[config.mk]
export PLATFORM = sky130hd
export DESIGN_NAME = quad_d_register_tristate_out
export DESIGN_NICKNAME = d
export VERILOG_FILES = /design/src/quad_store_pkg.sv /design/src/store_bit_cell.sv /design/src/quad_d_register_tristate_out.sv
export SDC_FILE = /design/constraint.sdc
export NUM_CORES = 1
export LEC_CHECK = 0
export BUFFER_PORTS_ARGS = -buffer_cell sky130_fd_sc_hd__buf_4
export CAP_MARGIN = 20
export CORE_AREA = 2 2 39 41
export DETAILED_ROUTE_END_ITERATION = 16
export DIE_AREA = 0 0 41 43
export PLACE_DENSITY = 0.49
export SLEW_MARGIN = 0
export SYNTH_ARGS = -nofsm -noshare
export SYNTH_HDL_FRONTEND = slang
export SYNTH_HIERARCHICAL = 1
export SYNTH_SLANG_ARGS = --single-unit
[constraint.sdc]
create_clock -name clock_in -period 0.8 [get_ports clock_in]
set_clock_uncertainty 0.15 [all_clocks]
set_input_delay 0.04 -clock clock_in [delete_from_list [all_inputs] [get_ports clock_in]]
set_output_delay 0.04 -clock clock_in [all_outputs]
set_load 0.02 [all_outputs]
[src/quad_store_pkg.sv]
// quad_store_pkg: widths and reset values shared by the four-bit bus
// register and its storage cell.
// assumes a single clock domain; no timing counts are needed.
package quad_store_pkg;

  // number of independent stored bits
  localparam int unsigned DATA_WIDTH = 4;

  // value held after clear or reset
  localparam logic STORE_RESET = 1'b0;

  // bus drive state after reset: released
  localparam logic [DATA_WIDTH-1:0] DRIVE_RESET = 4'h0;

  // bus drive pattern while the outputs are enabled
  localparam logic [DATA_WIDTH-1:0] DRIVE_ALL = 4'hf;

  // bus drive pattern while the outputs are released
  localparam logic [DATA_WIDTH-1:0] DRIVE_NONE = 4'h0;

endpackage

[src/store_bit_cell.sv]
// store_bit_cell: one stored bit with load, hold and direct clear.
// assumes load_in and data_in come from logic on clock_in; clear_in
// may arrive at any time and acts without the clock.
`timescale 1ns/10ps

module store_bit_cell
  import quad_store_pkg::*;
(
  // clock and resets
  input wire logic clock_in,
  input wire logic rst_in,
  input wire logic clear_in,
  // load path
  input wire logic load_in,
  input wire logic data_in,
  // stored level
  output logic bit_out
);

  typedef struct packed {
    logic bit_q;
  } cell_state_t;

  cell_state_t state_q;
  cell_state_t state_d;

  always_comb begin
    state_d = state_q;
    // hold unless the load pair is active at this edge
    if (load_in) begin
      state_d.bit_q = data_in;
    end
  end

  // the clear is taken straight into the flop so it does not wait
  // for an edge; it wins over load, data and reset alike
  always_ff @(posedge clock_in or posedge clear_in) begin
    if (clear_in) begin
      state_q <= '{bit_q: STORE_RESET};
    end else if (rst_in) begin
      state_q <= '{bit_q: STORE_RESET};
    end else begin
      state_q <= state_d;
    end
  end

  assign bit_out = state_q.bit_q;

endmodule // store_bit_cell

[src/quad_d_register_tristate_out.sv]
// quad_d_register_tristate_out: four-bit storage register that feeds a
// shared on-chip bus through per-bit drive enables.
// assumes all inputs come from logic on clock_in; clear_in is a direct
// clear and acts without the clock; the bus wire is resolved outside.
//
// How it works
// four independent bits, each own input, output
// both load enables low: capture on edge
// otherwise every stored bit holds its level
// clear high zeroes all bits, no clock
// both drive enables low: bits drive bus
// either drive enable high: bus released
// release never disturbs load, hold or clear
// bus owner enables one driver at once
`timescale 1ns/10ps

module quad_d_register_tristate_out
  import quad_store_pkg::*;
(
  // clock and resets
  input wire logic clock_in,
  input wire logic rst_in,
  input wire logic clear_in,
  // load control, active low, both needed
  input wire logic load_enable_a_n_in,
  input wire logic load_enable_b_n_in,
  // parallel data
  input wire logic [DATA_WIDTH-1:0] data_in,
  // drive control, active low, both needed
  input wire logic drive_enable_a_n_in,
  input wire logic drive_enable_b_n_in,
  // bus side: level and per-bit output enable
  output logic [DATA_WIDTH-1:0] data_out,
  output logic [DATA_WIDTH-1:0] data_oe_out
);

  ////////////////////////////////////////////////////////////////////
  // decoding shared by the load pair and the drive pair

  function automatic logic pair_active(input logic a_n, input logic b_n);
    pair_active = ~a_n & ~b_n;
  endfunction

  typedef struct packed {
    logic [DATA_WIDTH-1:0] drive_q;
  } bus_state_t;

  bus_state_t state_q;
  bus_state_t state_d;

  logic load_enable_pair_n;
  logic load_now;
  logic drive_now;
  logic [DATA_WIDTH-1:0] stored;

  assign load_enable_pair_n = ~pair_active(load_enable_a_n_in,
                                           load_enable_b_n_in);
  assign load_now = ~load_enable_pair_n;
  assign drive_now = pair_active(drive_enable_a_n_in,
                                 drive_enable_b_n_in);

  ////////////////////////////////////////////////////////////////////
  // storage: one cell per bit, load shared, data per bit

  // the cells see only the clock, reset, clear, load pair and data, never
  // the drive pair, so releasing the bus cannot touch what is stored
  genvar gi;
  generate
    for (gi = 0; gi < DATA_WIDTH; gi++) begin : g_bit
      store_bit_cell u_cell (
        .clock_in (clock_in),
        .rst_in   (rst_in),
        .clear_in (clear_in),
        .load_in  (load_now),
        .data_in  (data_in[gi]),
        .bit_out  (stored[gi])
      );
    end
  endgenerate

  // the stored level is always presented; the enable decides whether
  // it reaches the bus
  assign data_out = stored;

  ////////////////////////////////////////////////////////////////////
  // bus drive enable

  // registered so the enable leaves from a flop; this costs one cycle
  // between the drive pair changing and the bus following it
  always_comb begin
    state_d = state_q;
    if (drive_now) begin
      state_d.drive_q = DRIVE_ALL;
    end else begin
      state_d.drive_q = DRIVE_NONE;
    end
  end

  always_ff @(posedge clock_in) begin
    if (rst_in) begin
      state_q <= '{drive_q: DRIVE_RESET};
    end else begin
      state_q <= state_d;
    end
  end

  assign data_oe_out = state_q.drive_q;

  ////////////////////////////////////////////////////////////////////
  // checks

  // a load with differing end bits must leave them differing
  AST_BITS_INDEPENDENT: assert property (
    @(posedge clock_in) disable iff (rst_in || clear_in)
    (load_now && (data_in[0] != data_in[DATA_WIDTH-1]))
    |=> (data_out[0] != data_out[DATA_WIDTH-1]))
  else $error("stored bits are not independent");

  AST_LOAD_CAPTURES: assert property (
    @(posedge clock_in) disable iff (rst_in || clear_in)
    load_now |=> (data_out == $past(data_in)))
  else $error("load pair active but data not captured");

  AST_HOLD_WITHOUT_LOAD: assert property (
    @(posedge clock_in) disable iff (rst_in || clear_in)
    (!load_now && !$past(clear_in)) ##1 !load_now
    |=> $stable(data_out))
  else $error("stored value changed without a load");

  AST_CLEAR_ZEROES: assert property (
    @(posedge clock_in) disable iff (rst_in)
    (clear_in && $past(clear_in)) |-> (data_out == '0))
  else $error("clear held but stored bits not zero");

  AST_CLEAR_BEATS_LOAD: assert property (
    @(posedge clock_in) disable iff (rst_in)
    (clear_in && load_now && (data_in != '0)) ##1 clear_in
    |-> (data_out == '0))
  else $error("load overrode the clear");

  AST_DRIVE_ON: assert property (
    @(posedge clock_in) disable iff (rst_in)
    drive_now |=> (data_oe_out == DRIVE_ALL))
  else $error("drive pair active but bus not driven");

  AST_DRIVE_OFF: assert property (
    @(posedge clock_in) disable iff (rst_in)
    !drive_now |=> (data_oe_out == DRIVE_NONE))
  else $error("a drive enable high but bus still driven");

  AST_LOAD_WHILE_RELEASED: assert property (
    @(posedge clock_in) disable iff (rst_in || clear_in)
    (!drive_now && load_now) ##1 !drive_now
    |-> (data_out == $past(data_in)) && (data_oe_out == DRIVE_NONE))
  else $error("release disturbed loading");

  AST_HOLD_WHILE_RELEASED: assert property (
    @(posedge clock_in) disable iff (rst_in || clear_in)
    (!load_now && !drive_now) |=> $stable(data_out))
  else $error("stored value moved while the bus was released");

  AST_CLEAR_WHILE_RELEASED: assert property (
    @(posedge clock_in) disable iff (rst_in)
    (clear_in && !drive_now) |-> (data_out == '0))
  else $error("clear lost while the bus was released");

  // clear acts on storage only; the bus keeps its drive state
  AST_CLEAR_KEEPS_DRIVE: assert property (
    @(posedge clock_in) disable iff (rst_in)
    (clear_in && drive_now) |=> (data_oe_out == DRIVE_ALL))
  else $error("clear disturbed the bus drive");

  // one load enable low on its own is not a load
  AST_LOAD_NEEDS_BOTH: assert property (
    @(posedge clock_in) disable iff (rst_in || clear_in)
    (load_enable_a_n_in != load_enable_b_n_in) |=> $stable(data_out))
  else $error("a single load enable loaded the register");

  // one drive enable low on its own must not drive the bus
  AST_DRIVE_NEEDS_BOTH: assert property (
    @(posedge clock_in) disable iff (rst_in)
    (drive_enable_a_n_in != drive_enable_b_n_in)
    |=> (data_oe_out == DRIVE_NONE))
  else $error("a single drive enable drove the bus");

  // per-bit views, so one stuck or crossed bit cannot hide behind the
  // word compares above
  generate
    for (gi = 0; gi < DATA_WIDTH; gi++) begin : g_bit_chk
      AST_BIT_OWN_INPUT: assert property (
        @(posedge clock_in) disable iff (rst_in || clear_in)
        load_now |=> (data_out[gi] == $past(data_in[gi])))
      else $error("a stored bit did not follow its own input");

      AST_BIT_HOLD: assert property (
        @(posedge clock_in) disable iff (rst_in || clear_in)
        !load_now |=> $stable(data_out[gi]))
      else $error("a stored bit moved without a load");

      AST_BIT_CLEAR: assert property (
        @(posedge clock_in) disable iff (rst_in)
        clear_in |-> (data_out[gi] == STORE_RESET))
      else $error("a stored bit survived the clear");
    end
  endgenerate

  COV_LOAD_AND_DRIVE: cover property (
    @(posedge clock_in) disable iff (rst_in || clear_in)
    load_now ##1 drive_now ##1 (data_oe_out == DRIVE_ALL));

  COV_LOAD_WHILE_RELEASED: cover property (
    @(posedge clock_in) disable iff (rst_in || clear_in)
    (!drive_now && load_now) ##1 (data_out != '0));

  COV_CLEAR_AFTER_LOAD: cover property (
    @(posedge clock_in) disable iff (rst_in)
    (load_now && (data_in != '0)) ##1 clear_in ##1 (data_out == '0));

  COV_CLEAR_WHILE_RELEASED: cover property (
    @(posedge clock_in) disable iff (rst_in)
    (clear_in && !drive_now) ##1 clear_in);

  COV_RELEASE_AFTER_DRIVE: cover property (
    @(posedge clock_in) disable iff (rst_in || clear_in)
    ((data_oe_out == DRIVE_ALL) && !drive_now)
    ##1 (data_oe_out == DRIVE_NONE));

endmodule // quad_d_register_tristate_out

==> impl_metrics.csv, run 1 <==
group,metric,value,unit
run_status,status,"complete, but fails checks",
run_status,violations,"hold timing, setup timing",
clock_tree,insertion_delay,0.24,ns
power,p_total,0.706,mW
global_route,grt_use_total,0.0745,
placed_design,post-place-ws,-0.102,ns
synth,synth_cell_type_count,7,
synth,syn_area,226,sq um
placed_design,io_buffers,18,
sta,period_needed,0.966,ns
power,share_comb_of_total_power,0.203,
synth,ys_seq_elements,5,
sta,slew_headroom,0.910,
power,p_sw,0.167,mW
clock_tree,numClockSinks,5,
synth,syn_nets,33,
drt,finalWirelength,504,um
finish,drive_above_1_share,0.636,
critical_path,rr_startpoint,"g_bit[1].u_cell/bit_out",
clock_tree,cts_tree,"built",
power,leakagePower,0.229,nW
sta,final_hold_viol_count,5,
drt,routed_via_density,3.62,
critical_path,end_kind,"primary output",
die,boundaryPins,19,
job,maxCapViolations,0,
critical_path,cp-start-kind,"flop",
finish,final_common_cell,"buf_4",
global_route,grt_pass1_vias,201,
hold_path,hold_path.class,"in2reg",
sta,rsz0062_at_grt,"yes",
critical_path,worst-path-max-fanout,2,
power,p_per_area,1560,mW/mm^2
die,dieWidth,41,um
global_route,grt_pass1_wl,772,um
sta,setup_ws,-0.166,ns
critical_path,crit_chain,"buf_6",
power,p_int,0.538,mW
clock_tree,clkTransAtPathRegs,0.05,ns
global_route,grt.overflow.total,0,
clock_tree,cts_root_buf,"clkbuf_4",
clock_tree,cts_buffer_depth,2,
sta,drv_slew,0,
synth,seq_area_frac_synth,0.530,
die,die_area,0.00176,sq mm
placed_design,dp.cells,54,
critical_path,crit_family,"flip-flops",
drt,wl_per_cell,8.40,um
placed_design,globalplace.congestion,0.562,
critical_path,crit_buf_inv,1,
clock_tree,htree_levels,1,
finish,layout_common_cells,"buf_4, buf_6, nor2_1",
power,p_seq_frac,0.388,
placed_design,dp_hpwl,401,um
finish,fin_nets,56,
critical_path,reg2regPathDepth,2,
sta,timing.hold.ws,-0.198,ns
synth,ys_warn_count,6,
power,switching_share,0.237,
sta,fmax,1040,MHz
drt,drc_errors,0,
drt,drtAntennaViolNets,0,
die,rows,14,
critical_path,cp.depth,1,
finish,final_cell_count_no_fill,60,
sta,setup_viol,12,
synth,avgSynthCellArea,10.3,sq um
sta,finalCritPeriodShare,1.21,
critical_path,crit_start,"g_bit[1].u_cell/bit_out",
global_route,antenna_found_initial,0,
power,peakVddDrop,0.439,mV
die,die_h,43,um
clock_tree,post_cts_buffers,0,
hold_path,min_path_cells,2,
synth,syn_inst,22,
global_route,grt_max_degree,6,
die,start_util,0.164,
critical_path,cp_slowest_cell,"dfrtp_2",
die,core-area,0.00138,sq mm
finish,seq_area,129,sq um
drt,drt_first_pass_iters,1,
finish,fill_cells,143,
finish,syn_to_final_growth,99.4,%
critical_path,crit_arrival,0.78,ns
hold_path,hp-start,"drive_enable_b_n_in",
sta,worst_slew_pin_slew,0.132,ns
power,pwr-share-clk,0.409,
finish,insertedDiodeCount,0,
finish,multi_input_area,68.8,sq um
critical_path,critical_path_required,0.61,ns
critical_path,slowest_delay,0.40,ns
drt,dr_total_vias,217,
finish,utilization,0.326,
clock_tree,numCtsBuffers,3,
critical_path,critPathKind,"reg2out",
clock_tree,cts.hold.buffers_added,2,
drt,drtIter0Drc,0,
## cell usage after synthesis (all sizes together)
cell | n | area [sq um]
nor3 | 1 | 10.0
dfxtp | 1 | 20.0
buf | 3 | 22.5
nor2 | 5 | 18.8
mux2i | 4 | 40.0
inv | 4 | 15.0
dfrtp | 4 | 100
## power groups by stage
| stage | clock (mW) | sequential [mW] | combinational, mW |
|---|---|---|---|
| 2_1_floorplan | 0 | 0.291 | 0.0421 |
| 3_3_place_gp | 0 | 0.277 | 0.126 |
| 3_5_place_dp | 0 | 0.277 | 0.126 |
| 4_1_cts | 0.296 | 0.274 | 0.144 |
| 5_1_grt | 0.328 | 0.275 | 0.155 |
| 6_report | 0.289 | 0.274 | 0.143 |
## flip-flops by register name, indices dropped and copies added (netlist names)
signal,cells
data_oe_out,1
g_bit.u_cell/bit_out,4
## area by class of cell
cell class / count / share of cell area
clock buffer: 4 / 0.0582
timing repair buffer: 21 / 0.427
multi-input combinational: 10 / 0.152
sequential: 5 / 0.285
inverter: 4 / 0.0332
tap: 16 / 0.0443
## timing repair
item,4_1_cts,5_1_grt
resized for setup,9,0
hold endpoints to repair,9,5
setup endpoints to repair,12,12
pin swaps,0,0
## path summary, 6_finish.rpt
path / slack (ns) / to
max: -0.17 / data_out[1]
min: -0.20 / data_oe_out[2]
max reg2reg: -0.06 / g_bit[1].u_cell/bit_out
min reg2reg: 0.39 / g_bit[2].u_cell/bit_out
max in group asynchronous: 0.30 / g_bit[3].u_cell/bit_out
min in group asynchronous: 0.09 / g_bit[2].u_cell/bit_out
## metal layers
layer,part of all wire,vias to the layer above,global-route usage
met2,0.57,9,0.103
met4,0,0,0.100
met3,0.073,0,0.0314
li1,-,108,-
met5,0,-,0
met1,0.35,100,0.0649
## through the flow
stage	instance area [sq um]	hold slack, ns	TNS [ns]
2_1_floorplan	233	-0.381	-0.273
3_3_place_gp	373	-0.240	-0.417
3_5_place_dp	373	-0.236	-0.393
4_1_cts	452	-0.207	-1.34
5_1_grt	452	-0.208	-1.63
6_report	452	-0.198	-1.24
## logic make-up (layout without fill, tap and decap cells)
kind of cell,after synthesis,count (layout),synth area share
buffers and inverters,7,29,0.166
AND/OR/NAND/NOR,6,6,0.127
flip-flops,5,5,0.530
multiplexers,4,4,0.177
Power figures use the tool's default switching activity.
==> run 2, diff against run 1 <==
CTS_BUF_LIST = sky130_fd_sc_hd__clkbuf_4   (was not set)
==> impl_metrics.csv, run 2 (synthesis results as in run 1) <==
group,metric,value,unit
run_status,status,"complete, but fails checks",
run_status,violations,"hold timing, setup timing",
finish,seq_area,129,sq um
sta,rsz0062_at_grt,"yes",
power,p_per_area,1620,mW/mm^2
placed_design,post-place-ws,-0.102,ns
sta,timing.hold.ws,-0.196,ns
global_route,grt_max_degree,6,
placed_design,placed_area,373,sq um
drt,drt_first_pass_iters,2,
clock_tree,numCtsBuffers,3,
clock_tree,cts_buffer_depth,2,
sta,finalCritPeriodShare,1.20,
critical_path,cp-start-kind,"flop",
finish,design_area,455,sq um
critical_path,cp_slowest_cell,"dfrtp_2",
die,core-area,0.00138,sq mm
critical_path,end_kind,"primary output",
sta,fmax,1040,MHz
die,die_area,0.00176,sq mm
critical_path,crit_family,"flip-flops",
drt,drtAntennaViolNets,0,
critical_path,crit_arrival,0.77,ns
sta,drv_slew,0,
critical_path,critical_path_required,0.61,ns
finish,insertedDiodeCount,0,
power,share_comb_of_total_power,0.193,
drt,drc_errors,0,
placed_design,globalplace.congestion,0.562,
clock_tree,post_cts_buffers,0,
power,leakagePower,0.233,nW
global_route,grt_use_total,0.0665,
global_route,grt_pass1_wl,724,um
power,p_int,0.572,mW
clock_tree,cts_tree,"built",
placed_design,io_buffers,18,
hold_path,hold_path.class,"in2reg",
clock_tree,cts.hold.buffers_added,2,
critical_path,critPathKind,"reg2out",
drt,routed_via_density,3.58,
power,pwr-share-clk,0.436,
power,switching_share,0.224,
clock_tree,clkTransAtPathRegs,0.05,ns
global_route,grt_pass1_vias,194,
finish,layout_common_cells,"buf_4, buf_6, nor2_1",
drt,drtIter0Drc,2,
die,die_h,43,um
sta,worst_slew_pin_slew,0.132,ns
finish,largest_reg_flops,4,
global_route,grt.overflow.total,0,
hold_path,hp-start,"drive_enable_b_n_in",
critical_path,slowest_delay,0.41,ns
placed_design,dp_hpwl,401,um
sta,slew_headroom,0.910,
finish,final_common_cell,"buf_4",
die,boundaryPins,19,
drt,dr_total_vias,215,
critical_path,crit_chain,"buf_6",
finish,drive_above_1_share,0.659,
die,start_util,0.164,
critical_path,rr_startpoint,"g_bit[1].u_cell/bit_out",
sta,setup_ws,-0.164,ns
clock_tree,htree_levels,1,
sta,final_hold_viol_count,5,
power,p_seq_frac,0.371,
drt,wl_per_cell,7.75,um
finish,fin_nets,56,
power,peakVddDrop,0.442,mV
drt,finalWirelength,465,um
finish,fill_cells,144,
clock_tree,cts_root_buf,"clkbuf_4",
sta,setup_viol,12,
die,rows,14,
job,maxCapViolations,0,
power,p_sw,0.165,mW
finish,multi_input_area,68.8,sq um
critical_path,crit_start,"g_bit[1].u_cell/bit_out",
die,dieWidth,41,um
sta,period_needed,0.964,ns
global_route,antenna_found_initial,0,
finish,syn_to_final_growth,101,%
critical_path,worst-path-max-fanout,2,
clock_tree,insertion_delay,0.24,ns
clock_tree,numClockSinks,5,
critical_path,crit_buf_inv,1,
-- run 2: cell counts in the layout (fill, tap and decap cells not counted) --
No cell type changed its count.
-- run 2: metrics by stage --
step	utilization	instances	TNS (ns)	total power, mW	hold slack (ns)
6_report	0.329	60	-1.23	0.737	-0.196
5_1_grt	0.329	60	-1.62	0.790	-0.206
4_1_cts	0.329	60	-1.31	0.743	-0.203
3_5_place_dp	0.269	54	-0.393	0.403	-0.236
3_3_place_gp	0.269	54	-0.417	0.403	-0.240
2_1_floorplan	-	22	-0.273	0.333	-0.381
-- run 2: layout make-up --
| type | instances | area share |
|---|---|---|
| clock buffers | 4 | 0.0659 |
| inverters | 4 | 0.0330 |
| multi-input cells | 10 | 0.151 |
| flip-flops and latches | 5 | 0.283 |
| well taps | 16 | 0.0440 |
| repair buffers | 21 | 0.423 |
-- run 2: metal layers --
layer	wire length, um	GRT usage	vias up
li1	-	-	108
met1	176	0.0682	98
met2	251	0.0844	9
met3	37	0.0314	0
met4	0	0.0800	0
met5	0	0	-
-- run 2: final timing paths --
kind	endpoint	slack, ns	depth (start not counted)
max in group asynchronous	g_bit[3].u_cell/bit_out	0.33	3
min	data_oe_out[2]	-0.20	2
min in group asynchronous	g_bit[1].u_cell/bit_out	0.06	3
max	data_out[1]	-0.16	1
max reg2reg	g_bit[1].u_cell/bit_out	-0.06	2
min reg2reg	g_bit[3].u_cell/bit_out	0.39	2
-- run 2: power groups by stage --
| stage | sequential, mW | clock (mW) | combinational, mW |
|---|---|---|---|
| after floorplan | 0.291 | 0 | 0.0421 |
| after global placement | 0.277 | 0 | 0.126 |
| after detailed placement | 0.277 | 0 | 0.126 |
| after CTS | 0.274 | 0.325 | 0.144 |
| after global routing | 0.275 | 0.361 | 0.154 |
| final | 0.274 | 0.321 | 0.142 |
-- run 2: timing repair --
action                                 in CTS  in global routing
gates resized for setup                     9                  0
setup endpoints to repair                  12                 12
endpoints found under the hold margin       9                  5
cloned                                      0                  0
pin swaps                                   0                  0
